`config.mk`:
```
export PLATFORM = sky130hd
export DESIGN_NAME = ewg_write_guard
export DESIGN_NICKNAME = d
export VERILOG_FILES = /design/src/verilog/ewg_pkg.sv /design/src/verilog/ewg_write_guard.sv
export SDC_FILE = /design/constraint.sdc
export NUM_CORES = 1
export LEC_CHECK = 0
export BUFFER_PORTS_ARGS = -buffer_cell sky130_fd_sc_hd__buf_2
export CAP_MARGIN = 20
export CORE_AREA = 3 3 141 116
export CTS_BUF_LIST = sky130_fd_sc_hd__clkbuf_16
export DETAILED_ROUTE_END_ITERATION = 10
export DIE_AREA = 0 0 144 119
export HOLD_SLACK_MARGIN = 0.08
export SYNTH_ARGS = -nofsm -noshare
export SYNTH_HDL_FRONTEND = slang
export SYNTH_SLANG_ARGS = --single-unit
```
`constraint.sdc`:
```
create_clock -name clk -period 7.7 [get_ports clk]
set_input_delay 1.155 -clock clk [delete_from_list [all_inputs] [get_ports clk]]
set_output_delay 1.155 -clock clk [all_outputs]
set_load 0.02 [all_outputs]
```
`src/verilog/ewg_pkg.sv`:
```
// ewg_pkg: constants of the eeprom write guard and hold block
// assumes one 200 MHz system clock; serial pins are asynchronous to it
package ewg_pkg;

  // ****************************************
  // timing
  // ****************************************
  localparam int CLK_PERIOD_PS = 5000;
  localparam int SYNC_STAGES = 2;

  // ****************************************
  // array geometry
  // ****************************************
  localparam int ADDR_W = 13;

  // ****************************************
  // instruction codes
  // ****************************************
  localparam logic [7:0] OP_WRITE_ENABLE = 8'h06;
  localparam logic [7:0] OP_WRITE_DISABLE = 8'h04;
  localparam logic [7:0] OP_STATUS_READ = 8'h05;
  localparam logic [7:0] OP_STATUS_WRITE = 8'h01;
  localparam logic [7:0] OP_ARRAY_WRITE = 8'h02;

  // ****************************************
  // frame lengths in serial clocks
  // ****************************************
  localparam logic [5:0] LEN_SHORT_CMD = 6'h08;
  localparam logic [5:0] LEN_STATUS_WRITE = 6'h10;
  localparam logic [5:0] LEN_ARRAY_HDR = 6'h20;
  localparam logic [5:0] LEN_ARRAY_WRAP = 6'h28;
  localparam logic [5:0] LEN_ADDR_END = 6'h18;

  // ****************************************
  // status byte layout and reset values
  // ****************************************
  localparam int SR_LOCK_POS = 7;
  localparam int SR_BP_HI_POS = 3;
  localparam int SR_BP_LO_POS = 2;
  localparam int SR_WEL_POS = 1;
  localparam int SR_WIP_POS = 0;
  localparam logic RST_LOCK = 1'b0;
  localparam logic [1:0] RST_BP = 2'h0;

  // ****************************************
  // protect size codes
  // ****************************************
  localparam logic [1:0] BP_NONE = 2'h0;
  localparam logic [1:0] BP_QUARTER = 2'h1;
  localparam logic [1:0] BP_HALF = 2'h2;
  localparam logic [1:0] BP_ALL = 2'h3;

  // ****************************************
  // internal write cycle length in clocks
  // ****************************************
  localparam int WRITE_CYCLES = 1000;

endpackage

```
`src/verilog/ewg_write_guard.sv`:
```
// ewg_write_guard: protection, hold and write-enable logic of a serial eeprom
// assumes: serial pins arrive asynchronously; lowSupply comes from the
// supply detector; array timing and data storage live outside this block
`timescale 1ns/100ps
`default_nettype none

module ewg_write_guard #(
  parameter bit WIDE64 = 1'b1,
  parameter int WRITE_CYC = ewg_pkg::WRITE_CYCLES
) (
  // clock and reset
  input wire logic clk,
  input wire logic rst_b,
  // serial pins
  input wire logic selectPin_b,
  input wire logic serialClk,
  input wire logic serialIn,
  input wire logic holdPin_b,
  input wire logic guardPin_b,
  output logic serialOut,
  output logic serialOutEn,
  // supply detector
  input wire logic lowSupply,
  // array write request
  output logic arrayWrStart,
  output logic [ewg_pkg::ADDR_W-1:0] arrayWrAddr,
  output logic writeRefused,
  // status view
  output logic statusLockBit,
  output logic protectSizeHi,
  output logic protectSizeLo,
  output logic writeEnableLatch,
  output logic writeInProgressFlag,
  output logic hardwareLockMode,
  output logic softwareLockMode,
  output logic holdActive
);
  import ewg_pkg::*;

  // ****************************************
  // protected address test
  // ****************************************
  function automatic logic isProtected(input logic [1:0] code,
                                       input logic [ADDR_W-1:0] addr);
    logic [1:0] top;
    top = WIDE64 ? addr[ADDR_W-1:ADDR_W-2] : addr[ADDR_W-2:ADDR_W-3];
    unique case (code)
      BP_NONE: isProtected = 1'b0;
      BP_QUARTER: isProtected = (top == 2'h3);
      BP_HALF: isProtected = top[1];
      BP_ALL: isProtected = 1'b1;
    endcase
  endfunction

  // ****************************************
  // reset release
  // ****************************************
  logic [1:0] rstPipe;
  logic rstSync_b;

  always_ff @(posedge clk or negedge rst_b) begin
    if (!rst_b) begin
      rstPipe <= 2'h0;
    end else begin
      rstPipe <= {rstPipe[0], 1'b1};
    end
  end
  assign rstSync_b = rstPipe[1];

  // ****************************************
  // pin synchronisers
  // ****************************************
  // order: select, clock, data, hold, guard, supply
  logic [5:0] pinRaw;
  logic [5:0] pinMeta;
  logic [5:0] pinSync;
  logic sckPrev;
  logic selPrev_b;

  assign pinRaw = {selectPin_b, serialClk, serialIn, holdPin_b, guardPin_b, lowSupply};

  always_ff @(posedge clk or negedge rstSync_b) begin
    if (!rstSync_b) begin
      pinMeta <= 6'h24;
      pinSync <= 6'h24;
    end else begin
      pinMeta <= pinRaw;
      pinSync <= pinMeta;
    end
  end

  logic selS_b;
  logic sckS;
  logic siS;
  logic holdS_b;
  logic guardS_b;
  logic lowS;

  assign selS_b = pinSync[5];
  assign sckS = pinSync[4];
  assign siS = pinSync[3];
  assign holdS_b = pinSync[2];
  assign guardS_b = pinSync[1];
  assign lowS = pinSync[0];

  always_ff @(posedge clk or negedge rstSync_b) begin
    if (!rstSync_b) begin
      sckPrev <= 1'b0;
      selPrev_b <= 1'b1;
    end else begin
      sckPrev <= sckS;
      selPrev_b <= selS_b;
    end
  end

  logic sckRise;
  logic sckFall;
  logic deselect;
  logic selected;

  assign sckRise = sckS & ~sckPrev & ~holdActive;
  assign sckFall = ~sckS & sckPrev & ~holdActive;
  assign deselect = selS_b & ~selPrev_b;
  assign selected = ~selS_b;

  // ****************************************
  // hold control
  // ****************************************
  // the pause level is only taken while the clock is low, so a change
  // made with the clock high takes effect at the next falling edge
  logic next_holdActive;

  assign next_holdActive = !selected ? 1'b0 : (!sckS ? ~holdS_b : holdActive);

  always_ff @(posedge clk or negedge rstSync_b) begin
    if (!rstSync_b) begin
      holdActive <= 1'b0;
    end else begin
      holdActive <= next_holdActive;
    end
  end

  // ****************************************
  // serial frame capture
  // ****************************************
  logic [5:0] bitCnt;
  logic [7:0] shiftIn;
  logic [7:0] opcode;
  logic [7:0] statusData;
  logic [ADDR_W-1:0] frameAddr;

  // the counter folds back to 32 each byte so long page frames stay small
  always_ff @(posedge clk or negedge rstSync_b) begin
    if (!rstSync_b) begin
      bitCnt <= 6'h00;
    end else if (!selected) begin
      bitCnt <= 6'h00;
    end else if (sckRise) begin
      if (bitCnt + 6'h01 == LEN_ARRAY_WRAP) begin
        bitCnt <= LEN_ARRAY_HDR;
      end else begin
        bitCnt <= bitCnt + 6'h01;
      end
    end
  end

  always_ff @(posedge clk or negedge rstSync_b) begin
    if (!rstSync_b) begin
      shiftIn <= 8'h00;
      opcode <= 8'h00;
      statusData <= 8'h00;
      frameAddr <= '0;
    end else if (selected && sckRise) begin
      shiftIn <= {shiftIn[6:0], siS};
      if (bitCnt + 6'h01 == LEN_SHORT_CMD) begin
        opcode <= {shiftIn[6:0], siS};
      end
      if (bitCnt + 6'h01 == LEN_STATUS_WRITE) begin
        statusData <= {shiftIn[6:0], siS};
      end
      if (bitCnt + 6'h01 == LEN_ADDR_END) begin
        frameAddr <= {statusData[ADDR_W-9:0], shiftIn[6:0], siS};
      end
    end
  end

  // ****************************************
  // protection decision
  // ****************************************
  logic hwLock;
  logic frameOk;
  logic isEnable;
  logic isDisable;
  logic isStatusWr;
  logic isArrayWr;
  logic statusAllowed;
  logic arrayAllowed;

  assign hwLock = statusLockBit & ~guardS_b;
  // a frame only counts when it ends by a clean deselect
  assign frameOk = deselect & ~holdActive & ~lowS;
  assign isEnable = frameOk && opcode == OP_WRITE_ENABLE && bitCnt == LEN_SHORT_CMD;
  assign isDisable = frameOk && opcode == OP_WRITE_DISABLE && bitCnt == LEN_SHORT_CMD;
  assign isStatusWr = frameOk && opcode == OP_STATUS_WRITE && bitCnt == LEN_STATUS_WRITE;
  assign isArrayWr = frameOk && opcode == OP_ARRAY_WRITE && bitCnt == LEN_ARRAY_HDR;
  // status write: open when unlocked or guard high, never in hardware lock
  assign statusAllowed = writeEnableLatch & ~hwLock & ~writeInProgressFlag;
  assign arrayAllowed = writeEnableLatch & ~writeInProgressFlag &
                        ~isProtected({protectSizeHi, protectSizeLo}, frameAddr);

  // ****************************************
  // write cycle
  // ****************************************
  logic [15:0] busyCnt;
  logic statusPending;
  logic [7:0] pendingData;
  logic busyDone;

  assign busyDone = writeInProgressFlag && busyCnt == 16'(WRITE_CYC - 1);

  always_ff @(posedge clk or negedge rstSync_b) begin
    if (!rstSync_b) begin
      writeInProgressFlag <= 1'b0;
      busyCnt <= 16'h0000;
      statusPending <= 1'b0;
      pendingData <= 8'h00;
    end else if (lowS) begin
      writeInProgressFlag <= 1'b0;
      busyCnt <= 16'h0000;
      statusPending <= 1'b0;
    end else if (writeInProgressFlag) begin
      busyCnt <= busyCnt + 16'h0001;
      if (busyDone) begin
        writeInProgressFlag <= 1'b0;
        statusPending <= 1'b0;
      end
    end else if ((isStatusWr && statusAllowed) || (isArrayWr && arrayAllowed)) begin
      writeInProgressFlag <= 1'b1;
      busyCnt <= 16'h0000;
      statusPending <= isStatusWr;
      pendingData <= statusData;
    end
  end

  // nonvolatile bits keep old values until the cycle completes
  always_ff @(posedge clk or negedge rstSync_b) begin
    if (!rstSync_b) begin
      statusLockBit <= RST_LOCK;
      protectSizeHi <= RST_BP[1];
      protectSizeLo <= RST_BP[0];
    end else if (busyDone && statusPending && !lowS) begin
      statusLockBit <= pendingData[SR_LOCK_POS];
      protectSizeHi <= pendingData[SR_BP_HI_POS];
      protectSizeLo <= pendingData[SR_BP_LO_POS];
    end
  end

  // ****************************************
  // write enable latch
  // ****************************************
  always_ff @(posedge clk or negedge rstSync_b) begin
    if (!rstSync_b) begin
      writeEnableLatch <= 1'b0;
    end else if (lowS || busyDone || isDisable) begin
      writeEnableLatch <= 1'b0;
    end else if (isEnable && !writeInProgressFlag) begin
      writeEnableLatch <= 1'b1;
    end
  end

  // ****************************************
  // array request and refusal
  // ****************************************
  always_ff @(posedge clk or negedge rstSync_b) begin
    if (!rstSync_b) begin
      arrayWrStart <= 1'b0;
      arrayWrAddr <= '0;
      writeRefused <= 1'b0;
    end else begin
      arrayWrStart <= isArrayWr & arrayAllowed;
      if (isArrayWr && arrayAllowed) begin
        arrayWrAddr <= frameAddr;
      end
      writeRefused <= ~writeInProgressFlag & ((isArrayWr & ~arrayAllowed) | (isStatusWr & ~statusAllowed));
    end
  end

  // ****************************************
  // mode view
  // ****************************************
  always_ff @(posedge clk or negedge rstSync_b) begin
    if (!rstSync_b) begin
      hardwareLockMode <= 1'b0;
      softwareLockMode <= 1'b1;
    end else begin
      hardwareLockMode <= hwLock;
      softwareLockMode <= ~hwLock;
    end
  end

  // ****************************************
  // serial output
  // ****************************************
  logic [7:0] statusByte;
  logic reading;

  always_comb begin
    statusByte = 8'h00;
    statusByte[SR_LOCK_POS] = statusLockBit;
    statusByte[SR_BP_HI_POS] = protectSizeHi;
    statusByte[SR_BP_LO_POS] = protectSizeLo;
    statusByte[SR_WEL_POS] = writeEnableLatch;
    statusByte[SR_WIP_POS] = writeInProgressFlag;
  end

  assign reading = selected && opcode == OP_STATUS_READ && bitCnt >= LEN_SHORT_CMD;

  // enable drops the moment a hold starts or the frame ends
  always_ff @(posedge clk or negedge rstSync_b) begin
    if (!rstSync_b) begin
      serialOut <= 1'b0;
      serialOutEn <= 1'b0;
    end else begin
      if (reading && sckFall) begin
        serialOut <= statusByte[~bitCnt[2:0]];
      end
      if (!reading || next_holdActive) begin
        serialOutEn <= 1'b0;
      end else if (sckFall) begin
        serialOutEn <= 1'b1;
      end
    end
  end

endmodule

`default_nettype wire

```
### After elaboration in Yosys (flattened, before gate mapping)

Index checks and enable logic that the tools add are counted.
Widths: inputs -> output; s select.

| storage, ports and cells | value |
|---|---|
| register bits | 108 |

| operators by class | value |
|---|---|
| bitwise gates (word level) | 31 |
| equality and inequality tests | 18 |
| reductions and logical operators | 35 |
| order comparisons | 2 |
| multiplexer cells | 23 |
| $add $sub $neg | 2 |

Operators by type and width:

| kind | number |
|---|---|
| $mux 16 | 3 |
| $eq 8x3->1 const B | 3 |
| $eq 6x5->1 const B | 3 |
| $logic_and 1x1->1 | 18 |
| $mux 6 | 3 |
| $add 16x1->16 const B | 1 |
| $and 1x1->1 | 16 |
| $eq 16x10->1 const B | 1 |
| $mux 1 | 15 |
| $not 1->1 | 13 |
| $eq 6x4->1 const B | 2 |
| $eq 6x6->1 const B | 2 |
| $eq 8x1->1 const B | 1 |
| $eq 8x2->1 const B | 1 |
| $reduce_and 2->1 | 4 |
| $add 6x1->6 const B | 1 |
| $eq 2x2->1 const B | 3 |
| $ge 6x4->1 const B | 1 |
| $reduce_bool 2->1 | 3 |
| $logic_or 1x1->1 | 4 |
| $lt 3x4->1 const B | 1 |
| $pmux 1 s4 | 1 |
| $bmux 1 s3 | 1 |
| $logic_not 1->1 | 3 |
| other kinds (7) | 7 |

### Logic depth before layout (Yosys ltp)

| logic depth | value |
|---|---|
| depth in word-level cells | 11 |
| mapped depth | 7 |
| mapped depth without buffers | 6 |

### Worst setup path before layout

OpenSTA, ideal clock, no wires.

| timing | value |
|---|---|
| path type | flip-flop to flip-flop |
| start | reg holdActive |
| end | reg frameAddr[10] |
| library setup time | 125 ps |
| slack | 5622 ps |
| required time | 7575 ps |
| data arrival time | 1953 ps |
| cell stages (with the launch flop) | 7 |
| path buffers | 2 |
| cells stage by stage | dfrtp_1 > buf_8 > nor4b_4 > nand3b_4 > a21oi_4 > buf_12 > mux2_4 |

| on the way | value |
|---|---|
| cells in the longest elaborated chain, start to end | 4 |

RTL lines:

| item | line | source |
|---|---|---|
| start, declared | ewg_write_guard.sv:36 | `output logic holdActive` |
| start signal, assigned | ewg_write_guard.sv:139 | `holdActive <= next_holdActive;` |
| $not 1->1 | ewg_write_guard.sv:121 | `assign sckRise = sckS & ~sckPrev & ~holdActive;` |
| $and 1x1->1 | ewg_write_guard.sv:121 |  |
| $logic_and 1x1->1 | ewg_write_guard.sv:173 | `end else if (selected && sckRise) begin` |
| $reduce_and 2->1 (no line) | -- |  |
| end signal, assigned | ewg_write_guard.sv:182 | `frameAddr <= {statusData[ADDR_W-9:0], shiftIn[6:0], siS};` |
| end, declared | ewg_write_guard.sv:150 | `logic [ADDR_W-1:0] frameAddr;` |

No other way between the ends.
A chain may end at the register's enable or synchronous reset.

### Worst setup path in the final report

| timing | value |
|---|---|
| start | reg bitCnt[0] |
| end | reg arrayWrAddr[1] (netlist bit) |

| on the way | value |
|---|---|
| cells in the longest elaborated chain, start to end | 3 |

RTL lines:

| item | line | source |
|---|---|---|
| start, declared | ewg_write_guard.sv:146 | `logic [5:0] bitCnt;` |
| start signal, assigned | ewg_write_guard.sv:162 | `bitCnt <= bitCnt + 6'h01;` |
| $eq 6x6->1 | ewg_write_guard.sv:205 | `assign isArrayWr = frameOk && opcode == OP_ARRAY_WRITE && bitCnt == LEN_ARRAY_HDR;` |
| $logic_and 1x1->1 | ewg_write_guard.sv:205 |  |
| $logic_and 1x1->1 | ewg_write_guard.sv:281 | `if (isArrayWr && arrayAllowed) begin` |
| end signal, assigned | ewg_write_guard.sv:282 | `arrayWrAddr <= frameAddr;` |
| end, declared | ewg_write_guard.sv:26 | `output logic [ewg_pkg::ADDR_W-1:0] arrayWrAddr,` |

No other way between the ends.

==> results by group <==
Floorplan
  – Core Box Area: 15000 um2
  – Starting Density: 0.300
  – IO Pins: 33
  – Die H: 119 um
  – Row count: 40
  – Horiz. Die Dim: 144 um
  – Die Area: 17100 um2

Synth
  – Post-synthesis sequential area ratio: 0.565
  – Number of synthesized flops with an enable pin: 0
  – Syn avg cell area: 13.4 um2
  – Post-Syn Area: 4480 um2
  – Synth area leader: dfrtp_1
  – Yosys cell types: 58
  – Share of the synthesized area in the top cell type: 0.530
  – Top_reg_cell synth: dfrtp_1
  – Synth Instances: 335
  – FFs w/ async S/R, synth: 1.00
  – Synthesized flop and latch total: 101
  – Compound-Gate Fraction of Synth Area: 0.0619
  – Multiplexer share of the synthesized area: 0.156
  – Most frequent cell after synthesis: dfrtp_1
  – Post-Syn Nets: 346
  – Most area-consuming cells after synthesis: dfrtp_1, mux2_2, mux2_4, dfstp_2, xnor2_1
  – Commonest cells in the netlist: dfrtp_1, mux2_2, nand2_1
  – Post-synthesis xor/xnor area fraction: 0.0352
  – Main combinational cell family by area after synthesis: multiplexers
  – YS warnings: 0
  – Post-Synth Simple-Gate Area: 0.143
  – Adder-Cell Fraction of Synth Area: 0.00837

Global route
  – GRT Total Usage: 0.107
  – First-pass GRT wire length: 14700 um
  – Vias in the first global route: 2788
  – Initial antenna violation count: 0
  – Largest net degree at the start of global routing: 81
  – Overflow after GRT: 0

Worst hold path
  – Hold Path Class: reg2async

Place
  – GP Congestion: 0.809
  – Port bufs: 32
  – Post-DP HPWL: 5880 um
  – Dpl cell area: 4800 um2
  – Dpl cells: 546

Timing
  – Setup violations, final: 0
  – Max Clock Skew: 9.87 ps
  – Max-Slew Margin vs Limit: 0.292
  – Period minus WS final: 2620 ps
  – Tcrit/Tclk final: 0.340
  – Fmax: 0.382 GHz
  – Hold_ws: 197 ps
  – Final slew viol count: 0
  – Setup tns final: 0 ps
  – RSZ-0062 raised after global routing: no
  – Tightest Pin Transition: 1060 ps
  – Hold Violations, Final: 0

Power
  – Final Power: 0.00105 W
  – Max VDD drop: 0.123 mV
  – Pwr dens: 206 nW/um2
  – Leak: 2.25 nW

Clock tree
  – CTS buffer count: 9
  – H-tree depth: 3
  – Clock Root Buffer: clkbuf_16
  – # clock sinks: 101
  – CTS resizes: 0
  – Clock Path Buffers: 2
  – Postcts setup bufs: 0
  – TritonCTS clock tree: yes
  – Clock latency on the worst-skew pair: 350 ps
  – Hold-fix buffers, CTS: 0
  – Clock-pin slew on the worst setup and hold paths: 70 ps

Routing
  – Highest Signal Layer: met4
  – Via count: 2716
  – TritonRoute pass-1 iters: 5
  – Antenna-violating nets left: 0
  – # DRC: 0
  – DR iter-0 viols: 205
  – Routed wire length per instance: 15.3 um
  – DR WL met2: 4150 um
  – Wire length on met3: 370 um
  – Vias/cell: 4.83
  – Wire length on met1: 3960 um
  – DRT Wirelength: 8580 um

Final layout
  – Antenna diode count: 0
  – Fin cells: 562
  – Post-route cell area: 5080 um2
  – Layout net count: 379
  – Area Overhead vs Synth: 13.3%
  – Layout cells sized above 1: 0.327

Critical path
  – Worst path required time: 7930 ps
  – Critical Path Source Type: flop
  – Setup CP Type: reg2reg
  – FF-to-FF Start: bitCnt[0]
  – Setup crit end kind: flop
  – Critical Path AT: 2850 ps
  – Crit Path Max Fanout: 14
  – Crit path from: bitCnt[0]

Outcome
  – Status: finished, final reports clean

Job
  – Max Cap Viol: 0
cells by family (layout without fill, tap and decap cells):
group / Yosys count / after routing
DFF: 101 / 101
and+or+nand+nor: 101 / 101
muxes: 55 / 55
AOI/OAI and AO/OA: 36 / 36
buffers and inverters: 20 / 58
xor gates and xnor gates: 18 / 18
adders and majority gates: 3 / 3
other: 1 / 1
power breakdown:
| part | switching [W] | internal [W] | total [W] |
|---|---|---|---|
| sequential | 0.0000275 | 0.000551 | 0.000579 |
| combinational | 0.0000178 | 0.0000181 | 0.0000358 |
| clock | 0.000207 | 0.000225 | 0.000432 |
| total | 0.000252 | 0.000794 | 0.00105 |
flip-flops by register name, indices dropped and copies added (netlist names), 2 cells and up:
| signal | count |
|---|---|
| arrayWrAddr | 13 |
| shiftIn | 7 |
| pinSync | 6 |
| opcode | 8 |
| busyCnt | 16 |
| statusData | 6 |
| frameAddr | 13 |
| rstPipe | 2 |
| bitCnt | 6 |
| pendingData | 3 |
| pinMeta | 6 |
worst paths after layout:
kind	endpoint	slack [ps]	cells past startpoint
max	arrayWrAddr[1]	5080	6
min	busyCnt[1]	200	0
max reg2reg	arrayWrAddr[1]	5080	6
min reg2reg	busyCnt[1]	200	0
max in group asynchronous	frameAddr[0]	6270	1
min in group clk	pinSync[4]	350	0
critical path, stage by stage, from the launching register on:
cell,delay (ps)
dfrtp_1,470
inv_1,90
ha_1,140
nor4b_2,270
nand4_2,250
nor3_4,860
mux2_2,420
metal layers:
metal  track usage  vias up
met4        0.0294        0
met1         0.146     1367
met5             0        -
met3        0.0333       10
li1              -     1288
met2         0.164       51
metrics by stage:
stage / setup slack, ps / util
floorplan: 4690 / -
global placement: 5210 / 0.321
detailed placement: 5060 / 0.321
CTS: 5050 / 0.339
global route: 4880 / 0.339
finish: 5080 / 0.339
layout make-up:
type | instances | area, um2
well taps | 189 | 236
repair buffers | 33 | 168
multi-input cells | 214 | 1820
fillers | 1445 | 9880
flip-flops and latches | 101 | 2540
clock inverters | 7 | 57.6
inverters | 9 | 33.8
clock buffers | 9 | 225
layout by cell type (no fill, tap or decap), types with 8 or more instances in the layout:
cell type,netlist,routed
xnor2_1,11,11
clkbuf_16,0,9
buf_2,2,32
nand2_1,24,24
o22ai_1,9,9
inv_1,8,8
mux2_2,34,34
nor2_1,13,13
nand3_1,10,10
dfrtp_1,95,94
mux2_4,19,19
Note: power is estimated with default switching activity, not from simulation.
